<file path="src/design/sdp_params.svh">
// Register addresses, field layout, reset values and frame size for the divider/power bank
`ifndef SDP_PARAMS_SVH
`define SDP_PARAMS_SVH

`define SDP_ADDR_W        4
`define SDP_DATA_W        18
`define SDP_FRAME_BITS    22
`define SDP_CNT_W         5
`define SDP_CNT_ONE       5'h01
`define SDP_CNT_FULL      5'h16

`define SDP_ADDR_POWER    4'h2
`define SDP_ADDR_BAND1    4'h3
`define SDP_ADDR_BAND2    4'h4

`define SDP_POWER_BIT     0
`define SDP_BAND1_W       18
`define SDP_BAND2_W       17

`define SDP_POWER_RST     1'h0
`define SDP_BAND1_RST     18'h00000
`define SDP_BAND2_RST     17'h00000
`define SDP_FRAME_RST     22'h000000

`define SDP_SYNC_W        6
// Enable bit resets to its idle high level, so no false frame end follows reset
`define SDP_SYNC_RST      6'h02
`define SDP_SYNC_SCLK     0
`define SDP_SYNC_SEN      1
`define SDP_SYNC_SERIAL_INPUT_BITS    2
`define SDP_SYNC_SHUT     3
`define SDP_SYNC_VCO1     4
`define SDP_SYNC_VCO2     5

`endif

</file>
<file path="src/design/sdp_pkg.sv">
// Types shared by the divider/power register bank
package sdp_pkg;
    typedef enum logic
    {
        SDP_BAND_ONE = 1'b0,
        SDP_BAND_TWO = 1'b1
    } sdp_band_e;
endpackage

</file>
<file path="src/design/sdp_shift.sv">
// Serial frame receiver: shifts 22 bits while enabled, hands over the frame at its end
`timescale 1ns/10ps
`include "sdp_params.svh"

module sdp_shift
(
    // Clock and reset
    input  wire logic                      core_clk_in,
    input  wire logic                      srst_in,
    // Synchronised serial lines
    input  wire logic                      sclk_in,
    input  wire logic                      serial_port_enable_n_in,
    input  wire logic                      serial_input_bits_in,
    // Completed frame
    output logic                           frame_valid_out,
    output logic [`SDP_ADDR_W-1:0]         frame_addr_out,
    output logic [`SDP_DATA_W-1:0]         frame_data_out
);
    logic                      sclk_prev_q;
    logic                      sen_prev_q;
    logic [`SDP_FRAME_BITS-1:0] shift_q;
    logic [`SDP_CNT_W-1:0]     cnt_q;
    logic                      valid_q;
    logic [`SDP_ADDR_W-1:0]    addr_q;
    logic [`SDP_DATA_W-1:0]    data_q;
    logic                      sclk_rise;
    logic                      frame_end;

    assign sclk_rise = sclk_in && !sclk_prev_q;
    assign frame_end = serial_port_enable_n_in && !sen_prev_q;

    always_ff @(posedge core_clk_in)
    begin
        if (srst_in)
        begin
            sclk_prev_q <= 1'b0;
            sen_prev_q  <= 1'b1;
        end
        else
        begin
            sclk_prev_q <= sclk_in;
            sen_prev_q  <= serial_port_enable_n_in;
        end
    end

    // Data bits first, MSB leading; the address is the last nibble shifted in
    always_ff @(posedge core_clk_in)
    begin
        if (srst_in)
        begin
            shift_q <= `SDP_FRAME_RST;
            cnt_q   <= '0;
        end
        else if (serial_port_enable_n_in)
        begin
            cnt_q <= '0;
        end
        else if (sclk_rise)
        begin
            shift_q <= {shift_q[`SDP_FRAME_BITS-2:0], serial_input_bits_in};
            if (cnt_q != `SDP_CNT_FULL)
            begin
                cnt_q <= cnt_q + `SDP_CNT_ONE;
            end
        end
    end

    // Short frames are dropped; over-long ones keep the last 22 bits
    always_ff @(posedge core_clk_in)
    begin
        if (srst_in)
        begin
            valid_q <= 1'b0;
            addr_q  <= '0;
            data_q  <= '0;
        end
        else
        begin
            valid_q <= frame_end && (cnt_q == `SDP_CNT_FULL);
            if (frame_end)
            begin
                addr_q <= shift_q[`SDP_ADDR_W-1:0];
                data_q <= shift_q[`SDP_FRAME_BITS-1:`SDP_ADDR_W];
            end
        end
    end

    assign frame_valid_out = valid_q;
    assign frame_addr_out  = addr_q;
    assign frame_data_out  = data_q;
endmodule

</file>
<file path="src/design/sdp_regs.sv">
// Write-only divider and power register bank behind the three-wire serial port
`timescale 1ns/10ps
`include "sdp_params.svh"

module sdp_regs
(
    // Clock and reset
    input  wire logic                      core_clk_in,
    input  wire logic                      srst_in,
    // Serial port from host, all asynchronous
    input  wire logic                      serial_port_enable_n_in,
    input  wire logic                      serial_clk_in,
    input  wire logic                      serial_input_bits_in,
    // Shutdown pin, active low
    input  wire logic                      shutdown_pin_n_in,
    // VCO band signals, asynchronous
    input  wire logic                      vco_band_one_in,
    input  wire logic                      vco_band_two_in,
    // Power and band state
    output logic                           synth_power_on_out,
    output logic                           ref_amp_on_out,
    output logic                           band_two_selected_out,
    output logic [`SDP_BAND1_W-1:0]        band_one_feedback_count_out,
    output logic [`SDP_BAND2_W-1:0]        band_two_feedback_count_out,
    // Routed synthesizer output
    output logic                           synth_output_out
);
    logic [`SDP_SYNC_W-1:0]    sync1_q;
    logic [`SDP_SYNC_W-1:0]    sync2_q;
    logic                      frame_valid;
    logic [`SDP_ADDR_W-1:0]    frame_addr;
    logic [`SDP_DATA_W-1:0]    frame_data;
    logic                      synth_power_on_bit_q;
    logic [`SDP_BAND1_W-1:0]   band_one_q;
    logic [`SDP_BAND2_W-1:0]   band_two_q;
    sdp_pkg::sdp_band_e        band_q;
    logic                      power_on_q;
    logic                      synth_output_q;
    logic                      shut_ok;
    logic                      wr_power;
    logic                      wr_band1;
    logic                      wr_band2;

    function automatic logic addr_hit(input logic [`SDP_ADDR_W-1:0] addr,
                                      input logic [`SDP_ADDR_W-1:0] target);
        addr_hit = frame_valid && (addr == target);
    endfunction

    // Every pin crosses two flops before anything looks at it
    always_ff @(posedge core_clk_in)
    begin
        if (srst_in)
        begin
            sync1_q <= `SDP_SYNC_RST;
            sync2_q <= `SDP_SYNC_RST;
        end
        else
        begin
            sync1_q <= {vco_band_two_in, vco_band_one_in, shutdown_pin_n_in,
                        serial_input_bits_in, serial_port_enable_n_in, serial_clk_in};
            sync2_q <= sync1_q;
        end
    end

    // Input only; the host owns all three lines
    sdp_shift u_shift
    (
        .core_clk_in             (core_clk_in),
        .srst_in                 (srst_in),
        .sclk_in                 (sync2_q[`SDP_SYNC_SCLK]),
        .serial_port_enable_n_in (sync2_q[`SDP_SYNC_SEN]),
        .serial_input_bits_in    (sync2_q[`SDP_SYNC_SERIAL_INPUT_BITS]),
        .frame_valid_out         (frame_valid),
        .frame_addr_out          (frame_addr),
        .frame_data_out          (frame_data)
    );

    // Reserved addresses are simply ignored here
    assign wr_power = addr_hit(frame_addr, `SDP_ADDR_POWER);
    assign wr_band1 = addr_hit(frame_addr, `SDP_ADDR_BAND1);
    assign wr_band2 = addr_hit(frame_addr, `SDP_ADDR_BAND2);
    assign shut_ok  = sync2_q[`SDP_SYNC_SHUT];

    // Only bit 0 is kept; upper bits are expected zero from the host
    always_ff @(posedge core_clk_in)
    begin
        if (srst_in)
        begin
            synth_power_on_bit_q <= `SDP_POWER_RST;
        end
        else if (wr_power)
        begin
            synth_power_on_bit_q <= frame_data[`SDP_POWER_BIT];
        end
    end

    always_ff @(posedge core_clk_in)
    begin
        if (srst_in)
        begin
            band_one_q <= `SDP_BAND1_RST;
            band_two_q <= `SDP_BAND2_RST;
        end
        else
        begin
            if (wr_band1)
            begin
                band_one_q <= frame_data;
            end
            if (wr_band2)
            begin
                band_two_q <= frame_data[`SDP_BAND2_W-1:0];
            end
        end
    end

    // Last divider write picks the band
    always_ff @(posedge core_clk_in)
    begin
        if (srst_in)
        begin
            band_q <= sdp_pkg::SDP_BAND_ONE;
        end
        else if (wr_band1)
        begin
            band_q <= sdp_pkg::SDP_BAND_ONE;
        end
        else if (wr_band2)
        begin
            band_q <= sdp_pkg::SDP_BAND_TWO;
        end
    end

    // Shutdown pin overrides the register bit
    always_ff @(posedge core_clk_in)
    begin
        if (srst_in)
        begin
            power_on_q <= 1'b0;
        end
        else
        begin
            power_on_q <= synth_power_on_bit_q && shut_ok;
        end
    end

    // Output is held low while powered down, so no stale band leaks out
    always_ff @(posedge core_clk_in)
    begin
        if (srst_in)
        begin
            synth_output_q <= 1'b0;
        end
        else if (band_q == sdp_pkg::SDP_BAND_TWO)
        begin
            synth_output_q <= sync2_q[`SDP_SYNC_VCO2] && power_on_q;
        end
        else
        begin
            synth_output_q <= sync2_q[`SDP_SYNC_VCO1] && power_on_q;
        end
    end

    assign synth_power_on_out          = power_on_q;
    assign ref_amp_on_out              = power_on_q;
    assign band_two_selected_out       = (band_q == sdp_pkg::SDP_BAND_TWO);
    assign band_one_feedback_count_out = band_one_q;
    assign band_two_feedback_count_out = band_two_q;
    assign synth_output_out            = synth_output_q;
endmodule

</file>
<file path="config.mk">
export PLATFORM = sky130hd
export DESIGN_NAME = sdp_regs
export DESIGN_NICKNAME = d
export VERILOG_FILES = /design/src/design/sdp_pkg.sv /design/src/design/sdp_shift.sv /design/src/design/sdp_regs.sv
export VERILOG_INCLUDE_DIRS = /design/src /design/src/design
export SDC_FILE = /design/constraint.sdc
export NUM_CORES = 1
export LEC_CHECK = 0
export ABC_AREA = 1
export BUFFER_PORTS_ARGS = -buffer_cell sky130_fd_sc_hd__buf_2
export CAP_MARGIN = 20
export CORE_UTILIZATION = 60
export DETAILED_ROUTE_END_ITERATION = 8
export PLACE_DENSITY = 0.82
export SLEW_MARGIN = 10
export SYNTH_ARGS = -nofsm -noshare
export SYNTH_HDL_FRONTEND = slang
export SYNTH_SLANG_ARGS = --single-unit
export TNS_END_PERCENT = 20
</file>
<file path="constraint.sdc">
create_clock -name core_clk_in -period 3.2 [get_ports core_clk_in]
set_clock_uncertainty 0.1 [all_clocks]
set_input_delay 0.64 -clock core_clk_in [delete_from_list [all_inputs] [get_ports core_clk_in]]
set_output_delay 0.64 -clock core_clk_in [all_outputs]
set_load 0.02 [all_outputs]
</file>
Yosys cells after proc, flatten, opt, wreduce, memory -nomap -nowiden
Cells that the tools add are included.

Output and inout port bits: 39. Flip-flop bits (word level): 103. Bits in latches: 0. Bits of input ports: 8. Bits in read-only memories: 0. Memory bits (writable): 0. Memories: 0.

Reductions and logical operators: 15. Multipliers: 0. Bitwise gates (word level): 1. $add $sub $neg: 1. Multiplexer cells: 1. Equal/unequal tests: 5. $lt $le $gt $ge: 0. Shift operators: 0. Div/mod/pow operators: 0.

Operators by type and width (count): 1-bit logical AND (9); 4-bit by 2-bit equality test with 1-bit output (second input constant) (2); 5-bit by 1-bit adder with 5-bit output (second input constant) (1); 5-bit equality test (second input constant) (1); 5-bit inequality test (second input constant) (1); 4-bit by 3-bit equality test with 1-bit output (second input constant) (1); 2-bit AND reduction (2); 2-bit OR reduction (2); 1-bit logical NOT (2); 1-bit 2-to-1 mux (1); 1-bit inverter (1).

Longest topological paths before layout
Gate-level depths: netlist of run 1.

Depth after elaboration: 3. Depth in mapped cells: 8.

Modules after synthesis
Synthesis of run 1 repeated with hierarchy kept, for this count alone.

Cells, all modules: 558. Area, all modules: 4201.5 um^2.

Modules (own cells, without submodules): sdp_regs (times used 1, area each 2185.8 um^2, cells an instance 313); sdp_shift (times used 1, area each 2015.7 um^2, cells an instance 245).

Worst setup path before layout of run 1
Ideal clock, no wire load.

Path kind: input to register. Start point: in srst_in. End point: reg u_shift.valid_q (netlist: u_shift.frame_valid_out). Path buffers: 2. Data required time: 2.968 ns. Library setup time: 0.132 ns. Data arrival time: 1.145 ns. Cell stages on the path: 3. Path slack: 1.823 ns. Cells stage by stage: buf_2 -> clkbuf_1 -> nor3_1.

RTL lines: from (decl) (RTL line sdp_regs.sv:9) `input wire logic srst_in,`; to (signal assigned) (RTL line sdp_shift.sv:79) `` valid_q <= frame_end && (cnt_q == `SDP_CNT_FULL); ``; to (decl) (RTL line sdp_shift.sv:23) `logic valid_q;`.

No word-level cell between the ends.

Worst setup path after layout of run 1
Start point: reg u_shift.addr_q[2] (netlist: u_shift.frame_addr_out[2]). End point: reg band_one_q[10] (netlist: band_one_feedback_count_out[10]).

Word-level cells in the longest chain between the ends: 2.

Ends and longest elaborated chain: from (decl) (RTL line sdp_shift.sv:24) `` logic [`SDP_ADDR_W-1:0] addr_q; ``; from (signal assigned) (RTL line sdp_shift.sv:82) `` addr_q <= shift_q[`SDP_ADDR_W-1:0]; ``; 4-bit by 2-bit equality test with 1-bit output (RTL line sdp_regs.sv:46) `addr_hit = frame_valid && (addr == target);`; 1-bit logical AND (RTL line sdp_regs.sv:46); to (signal assigned) (RTL line sdp_regs.sv:101) `` band_one_q <= `SDP_BAND1_RST; ``; to (signal assigned) (RTL line sdp_regs.sv:108) `band_one_q <= frame_data;`; to (decl) (RTL line sdp_regs.sv:34) `` logic [`SDP_BAND1_W-1:0] band_one_q; ``.

Every way passes these cells. A chain may end at the register's enable or synchronous reset.

==> results of run 1 <==
cell type report:
class | instances | area [µm²] | area share [%]
repair buffers | 48 | 245 | 5.90
well taps | 75 | 93.8 | 2.26
clock inverters | 7 | 95.1 | 2.29
clock buffers | 9 | 124 | 2.98
inverters | 47 | 181 | 4.37
flip-flops and latches | 103 | 2060 | 49.6
multi-input cells | 266 | 1350 | 32.6
power groups by stage:
stage                     Combinational [W]  Clock, W  Sequential, W
after floorplan                   0.0000609         0        0.00134
after global placement            0.0000657         0        0.00135
after detailed placement          0.0000676         0        0.00135
after CTS                         0.0000680  0.000886        0.00132
after global routing              0.0000786  0.000940        0.00132
final                             0.0000680  0.000872        0.00132
worst max-delay path, delay by kind of cell, from the launching register on:
family | cells | cell delay (ps)
simple gates | 3 | 1250
compound gates | 1 | 80
flops | 1 | 530
worst min-delay path by stage:
stage	startpoint	slack (ps)	end
CTS	sync1_q[4]$_SDFF_PP0_	310	sync2_q[4]$_SDFF_PP0_
global placement	sync1_q[3]$_SDFF_PP0_	290	sync2_q[3]$_SDFF_PP0_
floorplan	sync1_q[0]$_SDFF_PP0_	290	sync2_q[0]$_SDFF_PP0_
global route	sync1_q[2]$_SDFF_PP0_	330	sync2_q[2]$_SDFF_PP0_
finish	sync1_q[4]$_SDFF_PP0_	310	sync2_q[4]$_SDFF_PP0_
detailed placement	sync1_q[4]$_SDFF_PP0_	290	sync2_q[4]$_SDFF_PP0_
registers in the layout, summed over array words and instances, names as in the netlist:
register,count
band_one_feedback_count_out,18
band_two_feedback_count_out,17
band_two_selected_out,1
ref_amp_on_out,1
sync1_q,6
sync2_q,6
synth_output_out,1
synth_power_on_bit_q,1
u_shift.cnt_q,5
u_shift.frame_addr_out,4
u_shift.frame_data_out,18
u_shift.frame_valid_out,1
u_shift.sclk_prev_q,1
u_shift.sen_prev_q,1
u_shift.shift_q,22
synth_stat cells (all sizes together):
cell type	count
nor3	1
a21oi	83
o211ai	1
nor2	29
nand3	7
dfxtp	103
buf	24
nand4	38
ha	2
inv	46
clkbuf	8
o21ai	44
nand2	59
or2	2
clkinv	1
logic make-up (layout without fill, tap and decap cells):
family                     count (synthesis)  in the layout  share of synthesized area [%]
and+or+nand+nor                          136            136                           17.9
AOI/OAI and AO/OA                        128            128                           17.1
DFF                                      103            103                           54.5
adders and majority gates                  2              2                          0.661
buffers and inverters                     79            111                           9.82
per-stage QoR:
stage / total power (W) / util (%) / std cells / hold slack (ps)
after floorplan: 0.00140 / - / 448 / 288
after global placement: 0.00141 / 65.6 / 539 / 288
after detailed placement: 0.00141 / 65.6 / 539 / 294
after CTS: 0.00227 / 69.3 / 555 / 308
after global routing: 0.00234 / 69.3 / 555 / 325
final: 0.00226 / 69.3 / 555 / 307
routing by layer:
layer | routed length (µm) | share of wire, % | GRT usage, % | up-vias
met5 | 0 | 0 | 0 | -
met2 | 3380 | 48 | 36.5 | 70
li1 | - | - | - | 1553
met3 | 289 | 4.1 | 6.67 | 6
met1 | 3370 | 47 | 30.3 | 1374
met4 | 57 | 0.80 | 7.32 | 0
cells in the final DEF, fill, tap and decap left out, types with 2 or more instances in the layout:
cell type / synthesis / layout
sky130_fd_sc_hd__o21ai_0: 39 / 39
sky130_fd_sc_hd__nor2_4: 3 / 3
sky130_fd_sc_hd__nand3_4: 2 / 2
sky130_fd_sc_hd__nor2_2: 3 / 3
sky130_fd_sc_hd__clkinv_2: 0 / 2
sky130_fd_sc_hd__inv_1: 43 / 43
sky130_fd_sc_hd__nor2_1: 23 / 23
sky130_fd_sc_hd__clkinv_4: 1 / 2
sky130_fd_sc_hd__a21oi_1: 82 / 82
sky130_fd_sc_hd__dfxtp_1: 103 / 103
sky130_fd_sc_hd__nand3_1: 5 / 5
sky130_fd_sc_hd__or2_2: 2 / 2
sky130_fd_sc_hd__clkbuf_8: 0 / 9
sky130_fd_sc_hd__buf_2: 15 / 46
sky130_fd_sc_hd__buf_4: 5 / 2
sky130_fd_sc_hd__ha_1: 2 / 2
sky130_fd_sc_hd__nand2_2: 1 / 2
sky130_fd_sc_hd__bufinv_16: 0 / 2
sky130_fd_sc_hd__inv_2: 3 / 3
sky130_fd_sc_hd__nand4_1: 38 / 38
sky130_fd_sc_hd__nand2_1: 58 / 57
sky130_fd_sc_hd__o21ai_1: 5 / 5
==> impl_results.html, run 1 <==
<table>
<tr><th>Metric</th><th>Value</th></tr>
<tr><th colspan="2">Status</th></tr>
<tr><td>Run status</td><td>complete, no violations</td></tr>
<tr><th colspan="2">Critical path</th></tr>
<tr><td>Worst setup EP type</td><td>register</td></tr>
<tr><td>R2R Path End</td><td>band_one_feedback_count_out[10]$_SDFFE_PP0P_</td></tr>
<tr><td>Startpoint class of the critical path</td><td>register</td></tr>
<tr><td>Max FO, Critical Path</td><td>21</td></tr>
<tr><td>Critical path startpoint</td><td>u_shift.frame_addr_out[2]$_SDFFE_PP0P_</td></tr>
<tr><td>Reg2Reg Launch Point</td><td>u_shift.frame_addr_out[2]$_SDFFE_PP0P_</td></tr>
<tr><td>Required @ worst endpoint</td><td>between 3000 and 4000 ps</td></tr>
<tr><td>Worst R2R Path Depth</td><td>4</td></tr>
<tr><td>Worst EP arrival</td><td>2210 ps</td></tr>
<tr><td>Last element of the critical path</td><td>band_one_feedback_count_out[10]$_SDFFE_PP0P_</td></tr>
<tr><td>Maximum cell stage delay along the critical path</td><td>720 ps</td></tr>
<tr><td>CP max-delay cell</td><td>sky130_fd_sc_hd__nor2_2</td></tr>
<tr><td>Category of the most critical setup path</td><td>register to register</td></tr>
<tr><td>List of cells traversed by the critical path</td><td>nor2_2 &gt; nand3_4 &gt; nand2_1 &gt; a21oi_1</td></tr>
<tr><td>Reg-to-reg slack, setup</td><td>1110 ps</td></tr>
<tr><th colspan="2">Placement</th></tr>
<tr><td>Routability congestion estimate from global placement</td><td>roughly 0.75</td></tr>
<tr><td>Cell area reported after detailed placement</td><td>3930 µm²</td></tr>
<tr><td>Port bufs</td><td>46</td></tr>
<tr><td>HPWL after DPL</td><td>4.59 mm</td></tr>
<tr><td>Worst setup slack before clock tree synthesis</td><td>around 1200 ps</td></tr>
<tr><th colspan="2">Die</th></tr>
<tr><td>Count of boundary I/O pins</td><td>47</td></tr>
<tr><td>Die Span X</td><td>81.4 µm</td></tr>
<tr><td>Overall die height</td><td>between 80 and 90 µm</td></tr>
<tr><td>Number of standard-cell rows in the floorplan</td><td>28</td></tr>
<tr><td>DIE AREA</td><td>roughly 6600 µm²</td></tr>
<tr><td>Initial core utilization</td><td>a little over three fifths</td></tr>
<tr><td>Core outline area</td><td>about 6000 µm²</td></tr>
<tr><th colspan="2">Finish</th></tr>
<tr><td>Inserted Diodes</td><td>0</td></tr>
<tr><td>Non-Filler Cell Area, Final</td><td>slightly above 4000 µm²</td></tr>
<tr><td>Number of nets in the final layout</td><td>approximately 490</td></tr>
<tr><td>Count of fill cells added during filler insertion</td><td>just over 500</td></tr>
<tr><td>Synthesis-to-layout area growth</td><td>9.79%</td></tr>
<tr><td>Share of layout cells above drive strength 1</td><td>between 15 and 20%</td></tr>
<tr><th colspan="2">GRT</th></tr>
<tr><td>First-pass GRT wire length</td><td>11.6 mm</td></tr>
<tr><td>Maximum number of pins on one net before global-route repair</td><td>54</td></tr>
<tr><td>Tot GR Track Use</td><td>a little under a quarter</td></tr>
<tr><td>Initial antenna violation count</td><td>0</td></tr>
<tr><td>Leftover overflow at the end of global routing</td><td>0</td></tr>
<tr><td>Number of global-route vias before repair</td><td>2524</td></tr>
<tr><th colspan="2">Routing</th></tr>
<tr><td>DRT Wirelength</td><td>around 7 mm</td></tr>
<tr><td>Post-detailed-route count of antenna-violating nets</td><td>0</td></tr>
<tr><td>Routed wirelength normalized by instance count</td><td>roughly 13 µm</td></tr>
<tr><td>Number of vias in the routed layout</td><td>roughly 3000</td></tr>
<tr><td>Number of design-rule violations left by the first detailed-router iteration</td><td>170</td></tr>
<tr><td>Number of optimization iterations in the first detailed-route pass</td><td>4</td></tr>
<tr><td>Detailed-route DRC error count</td><td>0</td></tr>
<tr><td>Post-detailed-route via-to-cell ratio</td><td>around 5.4</td></tr>
<tr><th colspan="2">Timing</th></tr>
<tr><td>Count of pins over their slew limit</td><td>0</td></tr>
<tr><td>Final Hold Fails</td><td>0</td></tr>
<tr><td>Share of the clock period used by the worst path</td><td>between 60% and 70%</td></tr>
<tr><td>Setup_tns</td><td>0 ps</td></tr>
<tr><td>Final setup violating endpoints</td><td>0</td></tr>
<tr><td>Final critical delay including setup and external delays</td><td>about 2100 ps</td></tr>
<tr><td>Pin slew with the least headroom to its limit</td><td>801 ps</td></tr>
<tr><td>Unrepaired setup endpoints after global routing</td><td>false</td></tr>
<tr><td>Final worst-path setup slack</td><td>1110 ps</td></tr>
<tr><td>Highest Clock Rate</td><td>0.479 GHz</td></tr>
<tr><td>Max-Slew Margin vs Limit</td><td>a little under half</td></tr>
<tr><th colspan="2">Worst hold path</th></tr>
<tr><td>Hold-critical path depth</td><td>2</td></tr>
<tr><td>Type of the worst min-delay path</td><td>register to register</td></tr>
<tr><th colspan="2">Power</th></tr>
<tr><td>Switching share of power</td><td>approximately 22%</td></tr>
<tr><td>Clock network power share</td><td>38.6%</td></tr>
<tr><td>Total power density per cell area</td><td>between 500 and 600 nW/µm²</td></tr>
<tr><td>Proportion of power drawn by combinational gates</td><td>~3%</td></tr>
<tr><td>Sw Pwr</td><td>slightly below 0.0005 W</td></tr>
<tr><td>Standby leakage power</td><td>1.60 nW</td></tr>
<tr><td>Worst-case vdd ir drop</td><td>just under 0.5 mV</td></tr>
<tr><td>Internal Power</td><td>~0.0018 W</td></tr>
<tr><td>Power share of the sequential group</td><td>a little under 60%</td></tr>
<tr><th colspan="2">Clock tree</th></tr>
<tr><td>Clock tree from TritonCTS</td><td>done</td></tr>
<tr><td>Number of buffers inserted by hold repair at cts</td><td>0</td></tr>
<tr><td>Clock root buffer</td><td>sky130_fd_sc_hd__clkbuf_8</td></tr>
<tr><td>Clock transition at path regs</td><td>100 ps</td></tr>
<tr><td>Sinks on Clock Net</td><td>slightly above 100</td></tr>
<tr><td>Cells resized by post-CTS repair</td><td>0</td></tr>
<tr><td>Worst skew pair latency</td><td>between 300 and 400 ps</td></tr>
<tr><td>Number of buffers inserted to repair setup after CTS</td><td>0</td></tr>
<tr><td>Maximum level of the CTS H-tree</td><td>3</td></tr>
<tr><td>Max Root-Sink Buffers</td><td>2</td></tr>
<tr><td>CTS buffer count</td><td>9</td></tr>
<tr><th colspan="2">Synthesis</th></tr>
<tr><td>Synthesized netlist net count</td><td>roughly 460</td></tr>
<tr><td>Top-area cell type share of the netlist area</td><td>between 50% and 60%</td></tr>
<tr><td>Netlist cell types</td><td>25</td></tr>
<tr><td>FF+latch count, synth</td><td>approximately 100</td></tr>
<tr><td>Cells taking the most area after synthesis</td><td>sky130_fd_sc_hd__dfxtp_1, sky130_fd_sc_hd__a21oi_1, sky130_fd_sc_hd__nand4_1, sky130_fd_sc_hd__nand2_1, sky130_fd_sc_hd__o21ai_0</td></tr>
<tr><td>Cell count after synthesis</td><td>448</td></tr>
<tr><td>Post-synthesis instance area</td><td>3780 µm²</td></tr>
<tr><td>Ys Warns</td><td>0</td></tr>
<tr><td>Cell type contributing the most total cell area after synthesis</td><td>sky130_fd_sc_hd__dfxtp_1</td></tr>
<tr><td>Sequential cell area fraction in the yosys report</td><td>54.5%</td></tr>
<tr><td>Avg Synthesized Cell Area</td><td>approximately 8.4 µm²</td></tr>
<tr><th colspan="2">Flow run</th></tr>
<tr><td>Max-cap violations</td><td>0</td></tr>
</table>
No activity file was read; power rests on OpenSTA's default activity.
==> inputs of run 2 (changes only) <==
--- a/config.mk
+++ b/config.mk
@@ -9,9 +9,9 @@
 export ABC_AREA = 1
 export BUFFER_PORTS_ARGS = -buffer_cell sky130_fd_sc_hd__buf_2
 export CAP_MARGIN = 20
-export CORE_UTILIZATION = 60
+export CORE_UTILIZATION = 51
 export DETAILED_ROUTE_END_ITERATION = 8
-export PLACE_DENSITY = 0.82
+export PLACE_DENSITY = 0.74
 export SLEW_MARGIN = 10
 export SYNTH_ARGS = -nofsm -noshare
 export SYNTH_HDL_FRONTEND = slang
==> constraint.sdc (replaced) <==
create_clock -name core_clk_in -period 1.7 [get_ports core_clk_in]
set_clock_uncertainty 0.1 [all_clocks]
set_input_delay 0.34 -clock core_clk_in [delete_from_list [all_inputs] [get_ports core_clk_in]]
set_output_delay 0.34 -clock core_clk_in [all_outputs]
set_load 0.02 [all_outputs]
==> run 2 against run 1 <==
Worst hold slack got worse by 250 ps; register-to-register slack got worse by 820 ps; routed wire length rose by 1.5%; critical path type unchanged.
==> impl_results.html, run 2 (synthesis gave the netlist of run 1 again) <==
<table>
<tr><th>Metric</th><th>Value</th></tr>
<tr><th colspan="2">GRT</th></tr>
<tr><td>Maximum number of pins on one net before global-route repair</td><td>45</td></tr>
<tr><td>Number of global-route vias before repair</td><td>roughly 2600</td></tr>
<tr><td>Initial antenna violation count</td><td>0</td></tr>
<tr><td>Tot GR Track Use</td><td>19.8%</td></tr>
<tr><td>First-pass GRT wire length</td><td>approximately 12 mm</td></tr>
<tr><td>Leftover overflow at the end of global routing</td><td>0</td></tr>
<tr><th colspan="2">Timing</th></tr>
<tr><td>Max-Slew Margin vs Limit</td><td>~79%</td></tr>
<tr><td>Final critical delay including setup and external delays</td><td>1400 ps</td></tr>
<tr><td>Highest Clock Rate</td><td>0.713 GHz</td></tr>
<tr><td>Share of the clock period used by the worst path</td><td>~83%</td></tr>
<tr><td>Setup_tns</td><td>0 ps</td></tr>
<tr><td>Final setup violating endpoints</td><td>0</td></tr>
<tr><td>Count of pins over their slew limit</td><td>0</td></tr>
<tr><td>Unrepaired setup endpoints after global routing</td><td>false</td></tr>
<tr><td>Final worst-path setup slack</td><td>approximately 300 ps</td></tr>
<tr><td>Pin slew with the least headroom to its limit</td><td>312 ps</td></tr>
<tr><td>Final Hold Fails</td><td>0</td></tr>
<tr><th colspan="2">Critical path</th></tr>
<tr><td>WP buf/inv</td><td>2</td></tr>
<tr><td>Required @ worst endpoint</td><td>approximately 1900 ps</td></tr>
<tr><td>Worst setup EP type</td><td>register</td></tr>
<tr><td>Family with the most delay on the worst path</td><td>flip-flops</td></tr>
<tr><td>Startpoint class of the critical path</td><td>register</td></tr>
<tr><td>Worst EP arrival</td><td>between 1500 and 2000 ps</td></tr>
<tr><td>List of cells traversed by the critical path</td><td>inv_1 &gt; ha_1 &gt; inv_1 &gt; nor2_1 &gt; nand2_1 &gt; nand2_1 &gt; o21ai_0 &gt; nor2_1</td></tr>
<tr><td>CP max-delay cell</td><td>sky130_fd_sc_hd__dfxtp_1</td></tr>
<tr><td>Category of the most critical setup path</td><td>register to register</td></tr>
<tr><td>Max FO, Critical Path</td><td>5</td></tr>
<tr><td>Maximum cell stage delay along the critical path</td><td>around 400 ps</td></tr>
<tr><th colspan="2">Die</th></tr>
<tr><td>Number of standard-cell rows in the floorplan</td><td>31</td></tr>
<tr><td>Initial core utilization</td><td>between 50 and 60%</td></tr>
<tr><td>Overall die height</td><td>roughly 90 µm</td></tr>
<tr><td>Count of boundary I/O pins</td><td>47</td></tr>
<tr><td>DIE AREA</td><td>7770 µm²</td></tr>
<tr><td>Die Span X</td><td>about 88 µm</td></tr>
<tr><td>Core outline area</td><td>a little over 7000 µm²</td></tr>
<tr><th colspan="2">Clock tree</th></tr>
<tr><td>Cells resized by post-CTS repair</td><td>0</td></tr>
<tr><td>Maximum level of the CTS H-tree</td><td>3</td></tr>
<tr><td>Sinks on Clock Net</td><td>between 100 and 150</td></tr>
<tr><td>CTS buffer count</td><td>9</td></tr>
<tr><td>Worst skew pair latency</td><td>370 ps</td></tr>
<tr><td>Number of buffers inserted by hold repair at cts</td><td>0</td></tr>
<tr><td>Clock tree from TritonCTS</td><td>done</td></tr>
<tr><td>Max Root-Sink Buffers</td><td>2</td></tr>
<tr><td>Number of buffers inserted to repair setup after CTS</td><td>0</td></tr>
<tr><td>Clock transition at path regs</td><td>about 90 ps</td></tr>
<tr><td>Clock root buffer</td><td>sky130_fd_sc_hd__clkbuf_8</td></tr>
<tr><th colspan="2">Power</th></tr>
<tr><td>Standby leakage power</td><td>1.65 nW</td></tr>
<tr><td>Switching share of power</td><td>between 20% and 30%</td></tr>
<tr><td>Sw Pwr</td><td>between 0.0009 and 0.001 W</td></tr>
<tr><td>Proportion of power drawn by combinational gates</td><td>3.6%</td></tr>
<tr><td>Power share of the sequential group</td><td>between 60% and 70%</td></tr>
<tr><td>Clock network power share</td><td>a little over a third</td></tr>
<tr><td>Total power density per cell area</td><td>964 nW/µm²</td></tr>
<tr><td>Worst-case vdd ir drop</td><td>0.494 mV</td></tr>
<tr><td>Internal Power</td><td>about 0.0031 W</td></tr>
<tr><th colspan="2">Finish</th></tr>
<tr><td>Largest register by flop count</td><td>u_shift.shift_q</td></tr>
<tr><td>Most common library cell in the layout ignoring fill and taps</td><td>sky130_fd_sc_hd__dfxtp_1</td></tr>
<tr><td>Max reg flops</td><td>22</td></tr>
<tr><td>Number of nets in the final layout</td><td>between 400 and 500</td></tr>
<tr><td>Share of layout cells above drive strength 1</td><td>approximately 18%</td></tr>
<tr><td>Inserted Diodes</td><td>0</td></tr>
<tr><td>Synthesis-to-layout area growth</td><td>12.6%</td></tr>
<tr><td>Leading cell types in the layout, fill and taps excluded</td><td>sky130_fd_sc_hd__dfxtp_1, sky130_fd_sc_hd__a21oi_1, sky130_fd_sc_hd__nand2_1</td></tr>
<tr><th colspan="2">Placement</th></tr>
<tr><td>Worst setup slack before clock tree synthesis</td><td>303 ps</td></tr>
<tr><td>Routability congestion estimate from global placement</td><td>about 0.8</td></tr>
<tr><td>Port bufs</td><td>between 40 and 50</td></tr>
<tr><td>HPWL after DPL</td><td>4.80 mm</td></tr>
<tr><th colspan="2">Routing</th></tr>
<tr><td>Post-detailed-route count of antenna-violating nets</td><td>0</td></tr>
<tr><td>Number of design-rule violations left by the first detailed-router iteration</td><td>164</td></tr>
<tr><td>Routed wirelength normalized by instance count</td><td>between 10 and 15 µm</td></tr>
<tr><td>Number of vias in the routed layout</td><td>around 3100</td></tr>
<tr><td>Post-detailed-route via-to-cell ratio</td><td>between 5 and 6</td></tr>
<tr><td>Number of optimization iterations in the first detailed-route pass</td><td>4</td></tr>
<tr><td>DRT Wirelength</td><td>about 7.2 mm</td></tr>
<tr><td>Detailed-route DRC error count</td><td>0</td></tr>
<tr><th colspan="2">Flow run</th></tr>
<tr><td>Max-cap violations</td><td>0</td></tr>
<tr><th colspan="2">Status</th></tr>
<tr><td>Run status</td><td>complete, no violations</td></tr>
<tr><th colspan="2">Worst hold path</th></tr>
<tr><td>Type of the worst min-delay path</td><td>input pin to register</td></tr>
</table>
run 2: metal layers:
| layer | part of all wire, % | global-route usage, % | vias to the layer above |
|---|---|---|---|
| met3 | 5.4 | 5.75 | 10 |
| met2 | 46 | 31.3 | 85 |
| met5 | 0 | 0 | - |
| met1 | 47 | 25.4 | 1414 |
| met4 | 1.6 | 8.36 | 0 |
| li1 | - | - | 1576 |
run 2: final timing paths:
kind | from | endpoint | slack [ps] | depth (start not counted)
max | u_shift.cnt_q[0]$_SDFFE_PP0P_ | u_shift.cnt_q[0]$_SDFFE_PP0P_ | 300 | 8
min | serial_port_enable_n_in | sync1_q[1]$_SDFF_PP1_ | 60 | 2
max reg2reg | u_shift.cnt_q[0]$_SDFFE_PP0P_ | u_shift.cnt_q[0]$_SDFFE_PP0P_ | 300 | 8
min reg2reg | sync1_q[5]$_SDFF_PP0_ | sync2_q[5]$_SDFF_PP0_ | 300 | 2
run 2: layout make-up:
cell class                 count  area, µm²
timing repair buffer          58        345
inverter                      47        181
fill                         668       2960
clock buffer                  11        151
multi-input combinational    266       1350
tap                           99        124
clock inverter                 5       45.0
sequential                   103       2060
run 2: power groups by stage:
stage / clock network (W) / logic (W) / registers [W]
floorplan: 0 / 0.000115 / 0.00252
global placement: 0 / 0.000145 / 0.00253
detailed placement: 0 / 0.000148 / 0.00253
CTS: 0.00153 / 0.000150 / 0.00247
global route: 0.00162 / 0.000170 / 0.00248
finish: 0.00148 / 0.000150 / 0.00247
run 2: stage by stage:
stage,power [W],utilization [%],hold slack [ps],cell area (µm²),std cells
CTS,0.00415,59.0,42.1,4260,589
detailed placement,0.00268,56.3,293,4060,573
global placement,0.00267,56.3,291,4060,573
finish,0.00411,59.0,59.2,4260,589
global route,0.00426,59.0,44.3,4260,589
floorplan,0.00264,-,288,3780,448
==> inputs of run 3 (changes only) <==
--- a/config.mk
+++ b/config.mk
@@ -6,12 +6,12 @@
 export SDC_FILE = /design/constraint.sdc
 export NUM_CORES = 1
 export LEC_CHECK = 0
-export ABC_AREA = 1
+export ABC_AREA = 0
 export BUFFER_PORTS_ARGS = -buffer_cell sky130_fd_sc_hd__buf_2
 export CAP_MARGIN = 20
-export CORE_UTILIZATION = 51
+export CORE_UTILIZATION = 56
 export DETAILED_ROUTE_END_ITERATION = 8
-export PLACE_DENSITY = 0.74
+export PLACE_DENSITY = 0.77
 export SLEW_MARGIN = 10
 export SYNTH_ARGS = -nofsm -noshare
 export SYNTH_HDL_FRONTEND = slang
==> constraint.sdc (replaced) <==
create_clock -name core_clk_in -period 1.3 [get_ports core_clk_in]
set_clock_uncertainty 0.1 [all_clocks]
set_input_delay 0.26 -clock core_clk_in [delete_from_list [all_inputs] [get_ports core_clk_in]]
set_output_delay 0.26 -clock core_clk_in [all_outputs]
set_load 0.02 [all_outputs]
==> run 3 against run 2 <==
The run now ends with setup timing left; via count shrank 8.6%; critical path depth shrank 3; cell area grew 3.2%; non-clock buffer count grew 14; sequential power grew 28%; register-to-register slack lost 300 ps; critical path type unchanged; largest cell class unchanged; largest power group unchanged.
==> impl_results.html, run 3 <==
<table>
<tr><th>Metric</th><th>Value</th></tr>
<tr><th colspan="2">Timing</th></tr>
<tr><td>Share of the clock period used by the worst path</td><td>100%</td></tr>
<tr><td>Count of pins over their slew limit</td><td>0</td></tr>
<tr><td>Max-Slew Margin vs Limit</td><td>approximately four fifths</td></tr>
<tr><td>Pin slew with the least headroom to its limit</td><td>between 300 and 400 ps</td></tr>
<tr><td>Final worst-path setup slack</td><td>-3.30 ps</td></tr>
<tr><td>Final setup violating endpoints</td><td>2</td></tr>
<tr><td>Unrepaired setup endpoints after global routing</td><td>true</td></tr>
<tr><td>Setup_tns</td><td>-3.42 ps</td></tr>
<tr><td>Final critical delay including setup and external delays</td><td>1300 ps</td></tr>
<tr><td>Final Hold Fails</td><td>0</td></tr>
<tr><td>Highest Clock Rate</td><td>between 0.7 and 0.8 GHz</td></tr>
<tr><th colspan="2">Finish</th></tr>
<tr><td>Leading cell types in the layout, fill and taps excluded</td><td>sky130_fd_sc_hd__nand2_1, sky130_fd_sc_hd__dfxtp_1, sky130_fd_sc_hd__buf_2</td></tr>
<tr><td>Most common library cell in the layout ignoring fill and taps</td><td>sky130_fd_sc_hd__nand2_1</td></tr>
<tr><td>Synthesis-to-layout area growth</td><td>18.1%</td></tr>
<tr><td>Largest register by flop count</td><td>u_shift.shift_q</td></tr>
<tr><td>Number of nets in the final layout</td><td>approximately 470</td></tr>
<tr><td>Inserted Diodes</td><td>0</td></tr>
<tr><td>Non-Filler Cell Area, Final</td><td>approximately 4400 µm²</td></tr>
<tr><td>Final core utilization</td><td>68.8%</td></tr>
<tr><td>Share of layout cells above drive strength 1</td><td>22.0%</td></tr>
<tr><td>Max reg flops</td><td>22</td></tr>
<tr><td>Count of fill cells added during filler insertion</td><td>roughly 520</td></tr>
<tr><td>Cell Count, Final, Fillers Out</td><td>between 500 and 600</td></tr>
<tr><th colspan="2">Die</th></tr>
<tr><td>DIE AREA</td><td>~7000 µm²</td></tr>
<tr><td>Initial core utilization</td><td>58.3%</td></tr>
<tr><td>Overall die height</td><td>around 84 µm</td></tr>
<tr><td>Number of standard-cell rows in the floorplan</td><td>29</td></tr>
<tr><td>Count of boundary I/O pins</td><td>47</td></tr>
<tr><td>Core outline area</td><td>~6400 µm²</td></tr>
<tr><td>Die Span X</td><td>83.5 µm</td></tr>
<tr><th colspan="2">Synthesis</th></tr>
<tr><td>Most instantiated cells after synthesis</td><td>sky130_fd_sc_hd__nand2_1, sky130_fd_sc_hd__dfxtp_1, sky130_fd_sc_hd__a21oi_1, sky130_fd_sc_hd__mux2i_1, sky130_fd_sc_hd__buf_2</td></tr>
<tr><td>Synthesized netlist net count</td><td>between 400 and 500</td></tr>
<tr><td>FF+latch count, synth</td><td>slightly above 100</td></tr>
<tr><td>Async set or reset register ratio after synthesis</td><td>0%</td></tr>
<tr><td>Top-area cell type share of the netlist area</td><td>~55%</td></tr>
<tr><td>Number of enable flip-flop cells after synthesis</td><td>0</td></tr>
<tr><td>Avg Synthesized Cell Area</td><td>roughly 9 µm²</td></tr>
<tr><td>Most used flip-flop cell after synthesis</td><td>sky130_fd_sc_hd__dfxtp_1</td></tr>
<tr><td>Cell type contributing the most total cell area after synthesis</td><td>sky130_fd_sc_hd__dfxtp_1</td></tr>
<tr><td>Cell with the most instances after synthesis</td><td>sky130_fd_sc_hd__nand2_1</td></tr>
<tr><td>Sequential cell area fraction in the yosys report</td><td>roughly 55%</td></tr>
<tr><td>Cell count after synthesis</td><td>between 400 and 500</td></tr>
<tr><td>Post-synthesis instance area</td><td>between 3000 and 4000 µm²</td></tr>
<tr><td>Netlist cell types</td><td>38</td></tr>
<tr><td>Cells taking the most area after synthesis</td><td>sky130_fd_sc_hd__dfxtp_1, sky130_fd_sc_hd__nand2_1, sky130_fd_sc_hd__mux2i_1, sky130_fd_sc_hd__a21oi_1, sky130_fd_sc_hd__nor2b_1</td></tr>
<tr><td>Ys Warns</td><td>0</td></tr>
<tr><th colspan="2">Critical path</th></tr>
<tr><td>Worst setup EP type</td><td>register</td></tr>
<tr><td>Category of the most critical setup path</td><td>register to register</td></tr>
<tr><td>Required @ worst endpoint</td><td>1480 ps</td></tr>
<tr><td>Startpoint class of the critical path</td><td>register</td></tr>
<tr><td>Max FO, Critical Path</td><td>5</td></tr>
<tr><td>Worst EP arrival</td><td>~1500 ps</td></tr>
<tr><th colspan="2">Clock tree</th></tr>
<tr><td>Clock transition at path regs</td><td>roughly 100 ps</td></tr>
<tr><td>CTS buffer count</td><td>9</td></tr>
<tr><td>Maximum level of the CTS H-tree</td><td>3</td></tr>
<tr><td>Worst skew pair latency</td><td>approximately 360 ps</td></tr>
<tr><td>Clock root buffer</td><td>sky130_fd_sc_hd__clkbuf_8</td></tr>
<tr><td>Sinks on Clock Net</td><td>103</td></tr>
<tr><td>Max Root-Sink Buffers</td><td>2</td></tr>
<tr><td>Clock tree from TritonCTS</td><td>done</td></tr>
<tr><th colspan="2">GRT</th></tr>
<tr><td>Global Route met2 Usage</td><td>between 30% and 40%</td></tr>
<tr><td>Maximum number of pins on one net before global-route repair</td><td>a little under 60</td></tr>
<tr><td>Number of global-route vias before repair</td><td>between 2000 and 3000</td></tr>
<tr><td>Grt met1 use</td><td>about a quarter</td></tr>
<tr><td>Tot GR Track Use</td><td>roughly 21%</td></tr>
<tr><td>Initial antenna violation count</td><td>0</td></tr>
<tr><td>Most utilized layer in the global route result</td><td>met2</td></tr>
<tr><td>Global routing met3 resource utilization</td><td>between 4 and 5%</td></tr>
<tr><td>Leftover overflow at the end of global routing</td><td>0</td></tr>
<tr><td>First-pass GRT wire length</td><td>11.5 mm</td></tr>
<tr><th colspan="2">Power</th></tr>
<tr><td>Total power density per cell area</td><td>1170 nW/µm²</td></tr>
<tr><td>Sw Pwr</td><td>~0.0012 W</td></tr>
<tr><td>Worst-case vdd ir drop</td><td>around 1.1 mV</td></tr>
<tr><td>Standby leakage power</td><td>between 1.5 and 2 nW</td></tr>
<tr><td>Clock network power share</td><td>35.6%</td></tr>
<tr><td>Power share of the sequential group</td><td>61.7%</td></tr>
<tr><td>Switching share of power</td><td>23.4%</td></tr>
<tr><td>Internal Power</td><td>roughly 0.004 W</td></tr>
<tr><td>Proportion of power drawn by combinational gates</td><td>between 2 and 3%</td></tr>
<tr><th colspan="2">Status</th></tr>
<tr><td>Violations in the final reports</td><td>setup timing</td></tr>
<tr><td>Run status</td><td>finished, violations left</td></tr>
<tr><th colspan="2">Routing</th></tr>
<tr><td>Post-detailed-route via-to-cell ratio</td><td>just over 5</td></tr>
<tr><td>Detailed-route DRC error count</td><td>0</td></tr>
<tr><td>Number of optimization iterations in the first detailed-route pass</td><td>4</td></tr>
<tr><td>Routed wirelength normalized by instance count</td><td>between 10 and 15 µm</td></tr>
<tr><td>Number of vias in the routed layout</td><td>approximately 2800</td></tr>
<tr><td>Post-detailed-route count of antenna-violating nets</td><td>0</td></tr>
<tr><td>DRT Wirelength</td><td>approximately 7 mm</td></tr>
<tr><td>Number of design-rule violations left by the first detailed-router iteration</td><td>around 150</td></tr>
<tr><th colspan="2">Placement</th></tr>
<tr><td>Routability congestion estimate from global placement</td><td>about 0.76</td></tr>
<tr><td>HPWL after DPL</td><td>~4.6 mm</td></tr>
<tr><td>Port bufs</td><td>46</td></tr>
<tr><td>Cell area reported after detailed placement</td><td>about 4100 µm²</td></tr>
<tr><td>Placed Cells incl. Taps</td><td>between 500 and 600</td></tr>
<tr><th colspan="2">Flow run</th></tr>
<tr><td>Max-cap violations</td><td>0</td></tr>
<tr><th colspan="2">Worst hold path</th></tr>
<tr><td>Type of the worst min-delay path</td><td>input pin to register</td></tr>
</table>
run 3: changes by cell type in the layout (fill, tap and decap cells not counted), sizes merged, moves of 3 or more:
cell,before,now
buf,58,69
and3,0,3
a21oi,83,46
nor2b,0,12
nand2,59,145
nand3,7,1
inv,50,7
nor2,29,2
mux2i,0,37
nand4,38,1
clkinv,1,4
o21ai,44,0
run 3: worst paths after layout:
path                                 startpoint                             to  slack, ps  cells past startpoint
hold reg to reg           sync1_q[1]$_SDFF_PP1_          sync2_q[1]$_SDFF_PP1_        320                      1
setup reg to reg  u_shift.cnt_q[0]$_SDFFE_PP0P_  u_shift.cnt_q[1]$_SDFFE_PP0P_         -3                      5
hold / removal                  vco_band_one_in          sync1_q[4]$_SDFF_PP0_         20                      2
setup / recovery  u_shift.cnt_q[0]$_SDFFE_PP0P_  u_shift.cnt_q[1]$_SDFFE_PP0P_         -3                      5
run 3: logic make-up (layout without fill, tap and decap cells):
kind of cell    after synthesis  in the layout  share of synthesized area [%]
compound gates               53             53                           7.80
fa+ha+maj                     2              2                          0.672
buf+inv                      32             92                           4.91
flops                       103            103                           55.4
mux                          38             38                           10.2
simple gates                180            180                           21.0
run 3: final cells by class:
cell class	count	area, µm²	share of cell area [%]
Clock inverter	6	55.1	1.25
Sequential cell	103	2070	47.1
Multi-Input combinational cell	273	1530	34.8
Clock buffer	9	124	2.82
Inverter	5	18.8	0.427
Tap cell	77	96.3	2.19
Timing Repair Buffer	72	502	11.4
run 3: layer usage:
layer	share of wire (%)	up-vias	routed length, µm
met5	0	-	0
met3	4.2	9	299
met4	1.4	0	99
met2	47	69	3340
met1	47	1296	3380
li1	-	1447	-
run 3: timing repair:
item | CTS | global route
cloned | 0 | 2
hold endpoints to repair | 2 | 0
pin swaps | 5 | 7
hold buffers | 2 | 0
endpoints found under the setup margin | 5 | 50
resized for setup | 5 | 18
buffers inserted | 1 | 0
run 3: worst max-delay path: stages (launching register included):
cell	delay, ps
sky130_fd_sc_hd__dfxtp_2	340
sky130_fd_sc_hd__inv_2	70
sky130_fd_sc_hd__ha_4	140
sky130_fd_sc_hd__nand4b_1	190
sky130_fd_sc_hd__and3_1	230
sky130_fd_sc_hd__nor3_1	160
run 3: power by group through the flow:
stage | registers (W) | clock network, W | logic, W
finish | 0.00317 | 0.00183 | 0.000140
global route | 0.00318 | 0.00199 | 0.000153
CTS | 0.00318 | 0.00188 | 0.000137
detailed placement | 0.00325 | 0 | 0.000131
global placement | 0.00325 | 0 | 0.000129
floorplan | 0.00325 | 0 | 0.0000844
run 3: metrics by stage:
stage / hold WS [ps] / total power (W) / setup WS, ps
finish: 21.5 / 0.00514 / -3.30
global route: 14.6 / 0.00533 / -75.8
CTS: 6.75 / 0.00519 / -3.19
detailed placement: 304 / 0.00338 / -45.2
global placement: 300 / 0.00338 / 19.0
floorplan: 264 / 0.00334 / 26.7
